`config.mk`:
```
export PLATFORM = sky130hd
export DESIGN_NAME = gd_top
export DESIGN_NICKNAME = d
export VERILOG_FILES = /design/src/hw/gd_pkg.sv /design/src/hw/gd_sync.sv /design/src/hw/gd_top.sv
export SDC_FILE = /design/constraint.sdc
export NUM_CORES = 1
export LEC_CHECK = 0
export ABC_AREA = 1
export BUFFER_PORTS_ARGS = -buffer_cell sky130_fd_sc_hd__buf_2
export CAP_MARGIN = 40
export CORE_ASPECT_RATIO = 2
export CORE_MARGIN = 8
export CORE_UTILIZATION = 55
export DETAILED_ROUTE_END_ITERATION = 8
export PLACE_DENSITY = 0.73
export SKIP_LAST_GASP = 1
export SLEW_MARGIN = 10
export SYNTH_ARGS = -nofsm -noshare
export SYNTH_HDL_FRONTEND = slang
export SYNTH_HIERARCHICAL = 1
export SYNTH_SLANG_ARGS = --single-unit
```
`constraint.sdc`:
```
create_clock -name clock -period 8.1 [get_ports clock]
set_clock_uncertainty 0.2 [all_clocks]
set_input_delay 0.81 -clock clock [delete_from_list [all_inputs] [get_ports clock]]
set_output_delay 0.81 -clock clock [all_outputs]
set_load 0.05 [all_outputs]
```
`src/hw/gd_pkg.sv`:
```
package gd_pkg;
	localparam int CLK_MHZ = 200;
	localparam int T_DEAD_STEP_NS = 250;
	localparam int T_BLANK0_NS = 500;
	localparam int T_BLANK1_NS = 1000;
	localparam int T_BLANK2_NS = 2000;
	localparam int T_BLANK3_NS = 4000;
	localparam int T_DUV_FILT_NS = 1000;
	localparam int T_STARTUP_US = 35;
	localparam int T_CE_STBY_US = 1000;
	localparam int T_WAKE_EN_US = 250;
	localparam int T_WAKE_BUS_US = 150;
	localparam int T_WAKE_HV_US = 250;
	localparam int T_SLEEP_US = 100;
	localparam logic [9:0] DEAD_STEP_CYC = 10'((T_DEAD_STEP_NS * CLK_MHZ + 999) / 1000);
	localparam logic [9:0] BLANK0_CYC = 10'((T_BLANK0_NS * CLK_MHZ + 999) / 1000);
	localparam logic [9:0] BLANK1_CYC = 10'((T_BLANK1_NS * CLK_MHZ + 999) / 1000);
	localparam logic [9:0] BLANK2_CYC = 10'((T_BLANK2_NS * CLK_MHZ + 999) / 1000);
	localparam logic [9:0] BLANK3_CYC = 10'((T_BLANK3_NS * CLK_MHZ + 999) / 1000);
	localparam logic [9:0] DUV_FILT_CYC = 10'((T_DUV_FILT_NS * CLK_MHZ + 999) / 1000);
	localparam logic [17:0] STARTUP_CYC = 18'(T_STARTUP_US * CLK_MHZ);
	localparam logic [17:0] CE_STBY_CYC = 18'(T_CE_STBY_US * CLK_MHZ);
	localparam logic [17:0] WAKE_EN_CYC = 18'(T_WAKE_EN_US * CLK_MHZ);
	localparam logic [17:0] WAKE_BUS_CYC = 18'(T_WAKE_BUS_US * CLK_MHZ);
	localparam logic [17:0] WAKE_HV_CYC = 18'(T_WAKE_HV_US * CLK_MHZ);
	localparam logic [17:0] SLEEP_CYC = 18'(T_SLEEP_US * CLK_MHZ);
	// config reset values
	localparam logic [2:0] DEAD_SEL_RST = 3'h7;
	localparam logic [1:0] BLANK_SEL_RST = 2'h3;
	localparam logic [1:0] SC_THR_RST = 2'h0;
	localparam logic SC_EN_RST = 1'h1;
	localparam logic UVL_EN_RST = 1'h1;
	localparam logic SLEEP_RST = 1'h0;
	// status byte 0x85 bit positions
	localparam int S0_TEMP_WARN = 0;
	localparam int S0_OVER_TEMP = 1;
	localparam int S0_VIN_UV = 2;
	localparam int S0_DRV_OV = 3;
	localparam int S0_VIN_OV = 4;
	localparam int S0_BUCK_OC = 5;
	localparam int S0_BUCK_UVW = 6;
	localparam int S0_BUCK_UV = 7;
	// status byte 0x86 bit positions
	localparam int S1_EXT_UV = 2;
	localparam int S1_EXT_OC = 3;
	localparam int S1_BROWNOUT = 4;
	localparam int S1_LDO5_UV = 5;
	localparam logic [7:0] S0_FAULT_MASK = 8'h9e;
	localparam logic [7:0] S1_FAULT_MASK = 8'h2c;
	localparam logic [7:0] S0_BUCK_MASK = 8'h80;
	typedef enum logic [2:0] {
		ST_START = 3'h0,
		ST_ACTIVE = 3'h1,
		ST_OFF = 3'h2,
		ST_STANDBY = 3'h3,
		ST_SLEEP_PEND = 3'h4,
		ST_SLEEP = 3'h5
	} gd_mode_e;
endpackage

```
`src/hw/gd_sync.sv`:
```
`timescale 1ns/10ps
`default_nettype none
module gd_sync #(
	parameter int W = 1
) (
	// clock and reset
	input  wire logic         clock,
	input  wire logic         arst_n,
	// data
	input  wire logic [W-1:0] async_in,
	output var  logic [W-1:0] sync_out
);
	logic [W-1:0] meta_reg;

	for (genvar i = 0; i < W; i++) begin : g_bit
		always_ff @(posedge clock or negedge arst_n) begin
			if (!arst_n) begin
				meta_reg[i] <= 1'b0;
				sync_out[i] <= 1'b0;
			end else begin
				meta_reg[i] <= async_in[i];
				sync_out[i] <= meta_reg[i];
			end
		end
	end
endmodule
`default_nettype wire

```
`src/hw/gd_top.sv`:
```
`timescale 1ns/10ps
`default_nettype none
module gd_top
	import gd_pkg::*;
#(
	parameter logic [17:0] P_STARTUP_CYC  = STARTUP_CYC,
	parameter logic [17:0] P_CE_STBY_CYC  = CE_STBY_CYC,
	parameter logic [17:0] P_WAKE_EN_CYC  = WAKE_EN_CYC,
	parameter logic [17:0] P_WAKE_BUS_CYC = WAKE_BUS_CYC,
	parameter logic [17:0] P_WAKE_HV_CYC  = WAKE_HV_CYC,
	parameter logic [17:0] P_SLEEP_CYC    = SLEEP_CYC
) (
	// clock and reset
	input  wire logic       clock,
	input  wire logic       arst_n,
	// pins from host
	input  wire logic [2:0] cmd_high,
	input  wire logic [2:0] cmd_low,
	input  wire logic       chip_en,
	input  wire logic       bus_rx,
	input  wire logic       high_voltage_wake_input,
	// analog monitors, switch order high a..c then low a..c
	input  wire logic [5:0] sc_detect_raw,
	input  wire logic [5:0] drv_bias_low_raw,
	input  wire logic [8:0] monitor_raw,
	// variant and configuration from the single wire port logic
	input  wire logic       variant_xcvr,
	input  wire logic       cfg_write,
	input  wire logic [1:0] cfg_sc_threshold_sel,
	input  wire logic       cfg_sc_detect_en,
	input  wire logic       cfg_driver_uv_lockout_en,
	input  wire logic [2:0] cfg_dead_time_sel,
	input  wire logic [1:0] cfg_blanking_time_sel,
	input  wire logic       sleep_cmd,
	// gate drives
	output var  logic [2:0] gate_high,
	output var  logic [2:0] gate_low,
	// open-drain fault pin
	output var  logic       fault_flag_out_o,
	output var  logic       fault_flag_out_oe,
	// status to the single wire port logic
	output var  logic [7:0] status_byte0,
	output var  logic [7:0] status_byte1,
	output var  logic       msg_req,
	output var  logic [1:0] sc_threshold_sel,
	// power control
	output var  logic       reg12_en,
	output var  logic       reg5_en,
	output var  logic       pullup_en,
	output var  logic       buck_en,
	output var  logic       standby,
	output var  logic       sleeping
);
	typedef struct packed {
		gd_mode_e          mode;
		logic [17:0]       cnt;
		logic [2:0][17:0]  low_cnt;
		logic [2:0]        wake_prev;
		logic              en_prev;
		logic [5:0][9:0]   tmr;
		logic [5:0]        dt_done;
		logic [5:0]        bl_done;
		logic [5:0]        gate;
		logic [5:0]        uv_lock;
		logic [2:0]        dead_sel;
		logic [1:0]        blank_sel;
		logic [1:0]        sc_thr;
		logic              sc_en;
		logic              uvl_en;
		logic              sleep_set;
		logic [7:0]        st0;
		logic [7:0]        st1;
		logic              msg_pend;
		logic              msg;
		logic              fault_oe;
		logic [5:0]        pwr;
	} gd_state_s;

	gd_state_s state_reg;
	gd_state_s state_next;

	logic [29:0] sync_vec;
	logic [5:0]  cmd_s;
	logic        en_s;
	logic        bus_s;
	logic        hv_s;
	logic [5:0]  sc_s;
	logic [5:0]  uv_s;
	logic [8:0]  mon_s;

	gd_sync #(
		.W(30)
	) u_sync (
		.clock   (clock),
		.arst_n  (arst_n),
		.async_in({cmd_low, cmd_high, chip_en, bus_rx, high_voltage_wake_input,
			sc_detect_raw, drv_bias_low_raw, monitor_raw}),
		.sync_out(sync_vec)
	);

	assign {cmd_s, en_s, bus_s, hv_s, sc_s, uv_s, mon_s} = sync_vec;

	always_comb begin
		logic [9:0]  dt_cyc;
		logic [9:0]  bl_cyc;
		logic [5:0]  want;
		logic [7:0]  set0;
		logic [7:0]  set1;
		logic [7:0]  clr0;
		logic [7:0]  clr1;
		logic        en_rise;
		logic        fault_any;
		logic        buck_fault;
		logic        run;
		logic        wake;
		logic [2:0]  wake_lvl;
		logic [2:0]  wake_ok;
		logic [2:0][17:0] wake_lim;
		state_next = state_reg;
		en_rise = en_s && !state_reg.en_prev;
		dt_cyc = 10'(DEAD_STEP_CYC * ({7'h00, state_reg.dead_sel} + 10'h001));
		case (state_reg.blank_sel)
			2'h0: bl_cyc = BLANK0_CYC;
			2'h1: bl_cyc = BLANK1_CYC;
			2'h2: bl_cyc = BLANK2_CYC;
			default: bl_cyc = BLANK3_CYC;
		endcase
		fault_any = |(state_reg.st0 & S0_FAULT_MASK) | |(state_reg.st1 & S1_FAULT_MASK);
		buck_fault = |(state_reg.st0 & S0_BUCK_MASK) || mon_s[S0_BUCK_UV];
		run = (state_reg.mode == ST_ACTIVE) && en_s && !fault_any;
		set0 = mon_s[7:0];
		set1 = 8'h00;
		set1[S1_LDO5_UV] = mon_s[8];
		clr0 = 8'h00;
		clr1 = 8'h00;
		state_next.en_prev = en_s;
		// gate control per switch
		for (int i = 0; i < 6; i++) begin
			want[i] = cmd_s[i] && !(cmd_s[i % 3] && cmd_s[3 + (i % 3)])
				&& run && !state_reg.uv_lock[i];
			if (!want[i]) begin
				state_next.tmr[i] = 10'h000;
				state_next.dt_done[i] = 1'b0;
				state_next.bl_done[i] = 1'b0;
				state_next.gate[i] = 1'b0;
			end else if (!state_reg.dt_done[i]) begin
				if (state_reg.tmr[i] >= dt_cyc - 10'h001) begin
					state_next.dt_done[i] = 1'b1;
					state_next.gate[i] = 1'b1;
					state_next.tmr[i] = 10'h000;
				end else begin
					state_next.tmr[i] = state_reg.tmr[i] + 10'h001;
				end
			end else if (!state_reg.bl_done[i]) begin
				if (state_reg.tmr[i] >= bl_cyc - 10'h001) begin
					state_next.bl_done[i] = 1'b1;
					state_next.tmr[i] = 10'h000;
				end else begin
					state_next.tmr[i] = state_reg.tmr[i] + 10'h001;
				end
			end else begin
				if (sc_s[i] && state_reg.sc_en) begin
					set1[S1_EXT_OC] = 1'b1;
				end
				if (uv_s[i] && state_reg.uvl_en) begin
					state_next.tmr[i] = state_reg.tmr[i] + 10'h001;
					if (state_reg.tmr[i] >= DUV_FILT_CYC - 10'h001) begin
						set1[S1_EXT_UV] = 1'b1;
						state_next.uv_lock[i] = 1'b1;
						state_next.tmr[i] = 10'h000;
					end
				end else begin
					state_next.tmr[i] = 10'h000;
				end
			end
		end
		// configuration
		if (cfg_write) begin
			state_next.sc_thr = cfg_sc_threshold_sel;
			state_next.sc_en = cfg_sc_detect_en;
			state_next.uvl_en = cfg_driver_uv_lockout_en;
			state_next.dead_sel = cfg_dead_time_sel;
			state_next.blank_sel = cfg_blanking_time_sel;
		end
		if (sleep_cmd) begin
			state_next.sleep_set = 1'b1;
		end
		// wake detectors: enable pin, bus, high voltage input
		wake_lvl = {hv_s, bus_s, en_s};
		wake_lim = {P_WAKE_HV_CYC, P_WAKE_BUS_CYC, P_WAKE_EN_CYC};
		for (int k = 0; k < 3; k++) begin
			wake_ok[k] = wake_lvl[k] && !state_reg.wake_prev[k]
				&& (state_reg.low_cnt[k] >= wake_lim[k]);
			if (wake_lvl[k] || state_reg.mode != ST_SLEEP) begin
				state_next.low_cnt[k] = 18'h00000;
			end else if (state_reg.low_cnt[k] != 18'h3ffff) begin
				state_next.low_cnt[k] = state_reg.low_cnt[k] + 18'h00001;
			end
		end
		state_next.wake_prev = wake_lvl;
		wake = wake_ok[0] || (variant_xcvr && wake_ok[1])
			|| (!variant_xcvr && wake_ok[2]);
		// mode control
		state_next.cnt = state_reg.cnt + 18'h00001;
		case (state_reg.mode)
			ST_START: begin
				if (!en_s) begin
					state_next.mode = ST_OFF;
					state_next.cnt = 18'h00000;
				end else if (state_reg.cnt >= P_STARTUP_CYC - 18'h00001) begin
					state_next.mode = ST_ACTIVE;
				end
			end
			ST_ACTIVE: begin
				if (!en_s) begin
					state_next.mode = ST_OFF;
					state_next.cnt = 18'h00000;
				end
			end
			ST_OFF: begin
				if (en_rise) begin
					state_next.mode = ST_START;
					state_next.cnt = 18'h00000;
				end else if (state_reg.sleep_set) begin
					state_next.mode = ST_SLEEP_PEND;
					state_next.cnt = 18'h00000;
				end else if (state_reg.cnt >= P_CE_STBY_CYC - 18'h00001) begin
					state_next.mode = ST_STANDBY;
				end
			end
			ST_STANDBY: begin
				if (en_rise) begin
					state_next.mode = ST_START;
					state_next.cnt = 18'h00000;
				end else if (state_reg.sleep_set) begin
					state_next.mode = ST_SLEEP_PEND;
					state_next.cnt = 18'h00000;
				end
			end
			ST_SLEEP_PEND: begin
				if (en_rise) begin
					state_next.mode = ST_START;
					state_next.cnt = 18'h00000;
				end else if (buck_fault) begin
					state_next.cnt = 18'h00000;
				end else if (state_reg.cnt >= P_SLEEP_CYC - 18'h00001) begin
					state_next.mode = ST_SLEEP;
					set1[S1_BROWNOUT] = 1'b1;
					state_next.sc_thr = SC_THR_RST;
					state_next.sc_en = SC_EN_RST;
					state_next.uvl_en = UVL_EN_RST;
					state_next.dead_sel = DEAD_SEL_RST;
					state_next.blank_sel = BLANK_SEL_RST;
					state_next.sleep_set = SLEEP_RST;
				end
			end
			ST_SLEEP: begin
				state_next.cnt = 18'h00000;
				if (wake) begin
					state_next.mode = ST_START;
				end
			end
			default: begin
				state_next.mode = ST_OFF;
			end
		endcase
		// status: ended conditions clear on enable rise outside sleep, set wins
		if (en_rise && state_reg.mode != ST_SLEEP) begin
			clr0 = ~mon_s[7:0];
			clr1 = 8'hff;
			clr1[S1_LDO5_UV] = !mon_s[8];
			state_next.uv_lock = state_next.uv_lock & ~state_reg.uv_lock;
		end
		state_next.st0 = (state_reg.st0 & ~clr0) | set0;
		state_next.st1 = (state_reg.st1 & ~clr1) | set1;
		state_next.msg = 1'b0;
		if (|(set0 & ~state_reg.st0) || |(set1 & ~state_reg.st1)) begin
			state_next.msg_pend = 1'b1;
		end
		if (state_reg.msg_pend && en_s && !state_reg.msg) begin
			state_next.msg = 1'b1;
			state_next.msg_pend = 1'b0;
		end
		state_next.fault_oe = |(state_next.st0 & S0_FAULT_MASK)
			| |(state_next.st1 & S1_FAULT_MASK);
		if (state_next.fault_oe) begin
			state_next.gate = 6'h00;
		end
		// power: 12V, 5V, pull-up, buck, standby, sleep
		state_next.pwr = 6'h0f;
		if (state_next.mode == ST_STANDBY || state_next.mode == ST_SLEEP_PEND) begin
			state_next.pwr = {1'b0, 1'b1, 1'b1, 1'b0, variant_xcvr, 1'b0};
		end else if (state_next.mode == ST_SLEEP) begin
			state_next.pwr = 6'h20;
		end
	end

	always_ff @(posedge clock or negedge arst_n) begin
		if (!arst_n) begin
			state_reg <= '0;
			state_reg.mode <= ST_OFF;
			state_reg.dead_sel <= DEAD_SEL_RST;
			state_reg.blank_sel <= BLANK_SEL_RST;
			state_reg.sc_thr <= SC_THR_RST;
			state_reg.sc_en <= SC_EN_RST;
			state_reg.uvl_en <= UVL_EN_RST;
			state_reg.sleep_set <= SLEEP_RST;
			state_reg.pwr <= 6'h0f;
		end else begin
			state_reg <= state_next;
		end
	end

	assign gate_high = state_reg.gate[2:0];
	assign gate_low = state_reg.gate[5:3];
	assign fault_flag_out_o = 1'b0;
	assign fault_flag_out_oe = state_reg.fault_oe;
	assign status_byte0 = state_reg.st0;
	assign status_byte1 = state_reg.st1;
	assign msg_req = state_reg.msg;
	assign sc_threshold_sel = state_reg.sc_thr;
	assign {sleeping, standby, buck_en, pullup_en, reg5_en, reg12_en} = state_reg.pwr;
endmodule
`default_nettype wire

```
==> impl_results.md, run 1 <==
* Unique cell type count in the Yosys netlist at 57
* Die area at roughly 0.032 mm2
* Clock buffer depth at 3
* Sequential fraction of the synthesis area at between 40 and 50%
* Post-CTS Hold Buffers at 0
* Worst Path Buf+Inv at 4
* Worst hold path type: in2async
* Worst path top cell family by delay: adder cells
* ANT cells at 0
* Post-CTS Resized at 0
* Post-DRT Antenna Nets at 0
* Reg2reg setup slack at between 2 and 3 ns
* Syn avg cell area at between 8 and 9 um2
* DIE WIDTH at between 100 and 150 um
* WP data required at between 8 and 9 ns
* Post-synth EDFFs at 0
* Switching Share at between 20 and 30%
* Ys flop type: dfrtp_1
* Inst Count DP at approximately 2100
* Drt wl/cell at 17.1 um
* Setup CP Type: reg2reg
* Global Route Usage Sum at between 20% and 30%
* Clock buffer count from CTS at 24
* Crit path max fanout at 11
* Syn Inst Count at around 1700
* Vias in the first global route at ~12000
* Clock share of power at 42.8%
* Post-CTS Setup Bufs at 0
* DR vias/cell at ~5.5
* Post-route cell area at between 0.015 and 0.02 mm2
* Asr flop ratio synth at 100%
* Starting Density at a little under three fifths
* Pleak at between 0.007 and 0.008 uW
* #FFs+latches synth at 256
* Post-Synth XOR/XNOR Area at 2.51%
* Top cell type's share of synthesized area at between 40 and 50%
* YS warnings at 6
* Pwr dens at roughly 180 mW/mm2
* DP Area at about 0.015 mm2
* CP max stage cell: dfstp_2
* Fmax at 194 MHz
* Nets at between 1500 and 2000
* Cell Chain, Critical Path: inv_1, ha_1, inv_1, ha_1, inv_1, fa_1, xor2_1, nand3_1, nor2_1, xor2_1, ha_1, nand2_1, nor2_1, nand3b_1, o2111ai_1, or2_2, o211ai_1, nand3_1, inv_1
* Post-Syn Area at 0.0143 mm2
* Slowest cell delay on critical path at between 0.5 and 0.6 ns
* Routed WL at approximately 36000 um
* Post-place setup slack at between 3 and 4 ns
* Largest family of logic cells by synthesized area: simple AND/OR/NAND/NOR gates
* Worst skew pair latency at 0.53 ns
* Core ar. at between 0.02 and 0.03 mm2
* Most instantiated cells after synthesis: nand2_1, dfrtp_1, nor2_1, inv_1, ha_1
* Most frequent cell after synthesis: nand2_1
* FF-to-FF path depth at 19
* Hold Vio Cnt, Final at 0
* Sink Count at 256
* Psw at 728 uW
* First-pass GRT wire length at around 58000 um
* DIE HEIGHT at approximately 240 um
* Max reg flops at roughly 170
* Layout area overhead at 10.1%
* Detailed Route Iter0 Violations at approximately 630
* Post-synthesis mux area share at 0%
* Least-Margin Pin Slew at roughly 0.86 ns
* Rows at just over 80
* Crit path depth at 19
* Max cap viols at 0
* Fill count at between 2000 and 2500
* Synth Area in Compound Gates at around a tenth
* Status: finished clean
* Setup Viol. Count Final at 0
* RSZ-0062 raised after global routing: no
* Drt drc at 0
* Post-Synth Simple-Gate Area at 23.9%
* Via count of the routed design at ~12000
* Worst VDD drop at between 150 and 200 uV
* Pre-Repair DR Iteration Count at 5
* Ranking of synthesized cells by area: dfrtp_1, ha_1, nand2_1
* CTS tree: built
* Routability cong. at approximately 0.9
* Share of cells above drive strength 1 at between 10% and 20%
* FF/Latch Area at approximately 0.0064 mm2
* Post-route clock period utilization at between 60% and 70%
* DP HPWL at between 20000 and 30000 um
* Multi-input combinational cell area at 0.00688 mm2
* H-tree depth at 1
* Part of the power in registers at a little under half
* Final TNS setup at 0 ns
* Comb pwr share at a little over 10%
* Reg clk slew, reported paths at ~0.07 ns
* Worst Slack Setup Final at between 2 and 3 ns
* Initial antenna violation count at 0
* Clk root buf: clkbuf_16
* Worst Path Arrival at 5.41 ns
* Startpoint Class: register
* Slew Viols, Final at 0
* Final Util at 61.5%
* CP endpoint kind: register
* Top cell by count, worst path: inv_1
* RR Endpoint: state_reg[60]$_DFF_PN0_
* Max-slew headroom at between 40% and 50%
* Fin cells at around 2100
* Tmin final at approximately 5 ns
* Largest net degree at the start of global routing at roughly 150
* Internal at between 2000 and 2500 uW
* IO Port Bufs at 75
* Yosys top cell by area: dfrtp_1
* I/O Pins at 77
* Grt ovf at 0
* Worst R2R Start: state_reg[32]$_DFF_PN1_
* Synth Area in Adders at between 10% and 20%
-- area by class of cell --
type,count,area share (%)
Sequential cell,256,40.7
Clock inverter,13,1.01
Tap cell,340,2.70
Timing Repair Buffer,78,2.66
Inverter,209,5.00
Multi-Input combinational cell,1179,43.6
Clock buffer,31,4.36
-- power by group through the flow --
stage / clock [uW] / combinational (uW) / sequential (uW)
after detailed placement: 0 / 289 / 1350
final: 1210 / 289 / 1330
after global routing: 1280 / 330 / 1330
after global placement: 0 / 270 / 1350
after CTS: 1230 / 289 / 1330
after floorplan: 0 / 182 / 1350
-- logic make-up after synthesis --
kind of cell             after synthesis
adder cells (fa/ha/maj)              133
XOR/XNOR                              41
other                                  1
AND/OR/NAND/NOR                      762
flip-flops                           256
buffers and inverters                244
AO/OA/AOI/OAI                        241
-- how the worst max path moves through the flow --
stage	start	endpoint	slack, ns
global route	state_reg[32]$_DFF_PN1_	state_reg[68]$_DFF_PN0_	2.65
floorplan	state_reg[32]$_DFF_PN1_	state_reg[60]$_DFF_PN0_	3.81
global placement	state_reg[32]$_DFF_PN1_	state_reg[60]$_DFF_PN0_	3.19
CTS	state_reg[32]$_DFF_PN1_	state_reg[60]$_DFF_PN0_	2.98
detailed placement	state_reg[32]$_DFF_PN1_	state_reg[60]$_DFF_PN0_	3.01
finish	state_reg[32]$_DFF_PN1_	state_reg[60]$_DFF_PN0_	2.95
-- metal layers --
layer | GRT usage (%) | vias up | wire, um
met5 | 0 | - | 0
met4 | 15.7 | 0 | 2490
met3 | 3.51 | 135 | 1590
met2 | 42.6 | 310 | 19100
met1 | 23.0 | 5553 | 12900
li1 | - | 5686 | -
-- metrics by stage --
step / hold WS [ns] / total power (uW)
floorplan: 0.131 / 1530
global placement: 0.133 / 1620
detailed placement: 0.135 / 1640
CTS: 0.150 / 2850
global route: 0.153 / 2940
finish: 0.116 / 2830
-- worst register-to-register path, stage by stage, from the launching register on --
cell,delay [ns]
dfstp_2,0.57
inv_1,0.20
ha_1,0.47
inv_1,0.07
ha_1,0.29
inv_1,0.06
fa_1,0.46
xor2_1,0.29
nand3_1,0.14
nor2_1,0.14
xor2_1,0.57
ha_1,0.36
nand2_1,0.08
nor2_1,0.06
nand3b_1,0.08
o2111ai_1,0.14
or2_2,0.32
o211ai_1,0.36
nand3_1,0.13
inv_1,0.09
-- placed cells by master, fill, tap and decap left out, drive strengths merged, types with 3 or more instances in the layout --
| cell | instances |
|---|---|
| buf | 78 |
| nor3b | 17 |
| o2111ai | 5 |
| dfstp | 11 |
| nand2 | 322 |
| clkinvlp | 4 |
| clkinv | 7 |
| ha | 132 |
| inv | 208 |
| o211ai | 15 |
| o21bai | 7 |
| o21ai | 63 |
| o31ai | 7 |
| clkbuf | 31 |
| xor2 | 31 |
| nor2 | 215 |
| nand3b | 10 |
| a21oi | 105 |
| o21a | 9 |
| a31oi | 14 |
| nor4 | 8 |
| and3 | 4 |
| a211oi | 7 |
| bufinv | 3 |
| dfrtp | 245 |
| nand4 | 30 |
| nor3 | 55 |
| nand3 | 98 |
| xnor2 | 10 |
No activity file was read; power rests on OpenSTA's default activity.
==> inputs of run 2 (changes only) <==
Clock period 8.1 ns to 4.8 ns, I/O delays scaled along.
==> impl_results.md, run 2 (synthesis gave the netlist of run 1 again) <==
* Worst hold path type: in2reg
* Clock buffer depth at 3 (unchanged)
* WP data required at 5.08 ns (-3.29 ns)
* Routability cong. at 0.907 (-2.3%)
* Max-slew headroom at 38.6% (-3.6 points)
* H-tree depth at 1 (unchanged)
* Nets at 1974 (+2.5%)
* Drt wl/cell at 16.7 um (-2.6%)
* Fmax at 226 MHz (+17%)
* Vias in the first global route at 12129 (-0.033%)
* Least-Margin Pin Slew at 0.920 ns (+0.0598 ns)
* Slew Viols, Final at 0 (unchanged)
* Sink Count at 256 (unchanged)
* DP Area at 0.0150 mm2 (+0.38%)
* DIE WIDTH at 130 um (unchanged)
* ANT cells at 0 (unchanged)
* Starting Density at 55.9% (unchanged)
* Worst VDD drop at 302 uV (+53%)
* First-pass GRT wire length at 59100 um (+1.6%)
* Max reg flops at 165 (unchanged)
* Final TNS setup at 0 ns (unchanged)
* FF/Latch Area at 0.00642 mm2 (unchanged)
* Tmin final at 4.42 ns (-0.730 ns)
* Post-route clock period utilization at 92.0% (+28 points)
* Worst skew pair latency at 0.54 ns (about the same)
* Global Route Usage Sum at 23.4% (+0.21 points)
* DR vias/cell at 5.47 (-1.3%)
* I/O Pins at 77 (unchanged)
* Worst Path Arrival at 4.70 ns (-0.71 ns)
* Clock buffer count from CTS at 25 (+4.2%)
* Pre-Repair DR Iteration Count at 8 (+3)
* Post-route cell area at 0.0162 mm2 (+2.8%)
* Reg clk slew, reported paths at 0.07 ns (about the same)
* Share of cells above drive strength 1 at 11.2% (+0.20 points)
* IO Port Bufs at 75 (unchanged)
* Hold Vio Cnt, Final at 0 (unchanged)
* Crit path max fanout at 10 (-1)
* Clk root buf: clkbuf_16
* Layout area overhead at 13.2%
* DIE HEIGHT at 244 um (unchanged)
* Post-DRT Antenna Nets at 0 (unchanged)
* Die area at 0.0318 mm2 (unchanged)
* Initial antenna violation count at 0 (unchanged)
* Status: finished clean
* Fill count at 2244 (-1.7%)
* Grt ovf at 0 (unchanged)
* RSZ-0062 raised after global routing: no
* Core ar. at 0.0257 mm2 (unchanged)
* Setup CP Type: reg2reg
* Routed WL at 35900 um (-0.32%)
* Pleak at 0.00804 uW (+2.6%)
* Final Util at 63.3% (+1.7 points)
* Drt drc at 0 (unchanged)
* Commonest non-fill, non-tap cell in the layout: nand2_1
* Max cap viols at 0 (unchanged)
* CP endpoint kind: register
* Startpoint Class: register
* CTS tree: built
* Detailed Route Iter0 Violations at 562 (-10%)
* Pwr dens at 296 mW/mm2 (+65%)
* Rows at 83 (unchanged)
* Multi-input combinational cell area at 0.00688 mm2 (unchanged)
* Largest net degree at the start of global routing at 124 (-18%)
* Setup Viol. Count Final at 0 (unchanged)
* Commonest cells after routing, fill and taps aside: nand2_1, dfrtp_1, nor2_1, inv_1, ha_1
* Via count of the routed design at 11795 (+0.95%)
* DP HPWL at 27200 um (-1.2%)
## run 2: cell count changes in the layout (fill, tap and decap cells not counted), sizes merged
cell	change
clkinvlp	-1
clkbuf	+4
buf	+10
clkinv	-1
dlygate4sd3	+38
bufinv	-1
## run 2: area by class of cell
cell class	count	area share [%]
clock inverters	10	0.709
well taps	340	2.62
multi-input cells	1179	42.4
clock buffers	35	4.46
flip-flops and latches	256	39.6
inverters	209	4.87
repair buffers	126	5.38
## run 2: metrics by stage
step | setup slack [ns] | cells | total power [uW] | hold slack, ns
floorplan | 0.509 | 1679 | 2580 | -0.0156
global placement | 0.448 | 2068 | 2770 | 0.133
detailed placement | 0.341 | 2070 | 2790 | 0.136
CTS | 0.322 | 2153 | 4840 | 0.00671
global route | 0.113 | 2155 | 4990 | 0.0422
finish | 0.384 | 2155 | 4800 | 0.0185
## run 2: power by group
part	leakage, uW	switching, uW	internal, uW
Combinational	0.00433	342	194
Clock	0.000405	854	1160
Sequential	0.00331	36.2	2210
Total	0.00804	1230	3560
## run 2: routing by layer
metal  up-vias  track usage, %  wire (um)
li1       5778               -          -
met1      5616            25.0      13400
met2       298            43.4      19300
met3       103            2.86       1390
met4         0            11.7       1810
met5         -               0          0
## run 2: worst paths after layout
path / from / to / slack, ns / cells after the start
hold / removal: cfg_dead_time_sel[2] / state_reg[34]$_DFF_PN1_ / 0.02 / 3
max in group asynchronous: arst_n / u_sync/meta_reg[4]$_DFF_PN0_ / 2.78 / 3
setup reg to reg: state_reg[32]$_DFF_PN1_ / state_reg[110]$_DFF_PN0_ / 0.38 / 20
setup / recovery: state_reg[32]$_DFF_PN1_ / state_reg[110]$_DFF_PN0_ / 0.38 / 20
hold reg to reg: u_sync/meta_reg[12]$_DFF_PN0_ / u_sync/sync_out[12]$_DFF_PN0_ / 0.14 / 0
min in group asynchronous: arst_n / state_reg[94]$_DFF_PN0_ / 0.42 / 2
## run 2: critical path, stage by stage, from the launching register on
cell,delay [ns]
dfstp_2,0.57
inv_1,0.07
ha_1,0.39
inv_1,0.07
ha_1,0.30
inv_1,0.06
fa_1,0.45
xor2_1,0.27
nand3_1,0.11
nor2_1,0.13
xor2_1,0.23
buf_4,0.21
ha_1,0.24
nand2_1,0.08
nor2_1,0.06
nand3b_1,0.09
o2111ai_1,0.15
or2_2,0.33
o211ai_2,0.18
nand3_1,0.12
inv_1,0.07
## run 2: timing repair
action / 4_1_cts / 5_1_grt
endpoints found under the setup margin: 0 / 1
hold endpoints to repair: 153 / 0
resized for setup: 0 / 0
buffers inserted: 0 / 2
hold buffers: 38 / 0
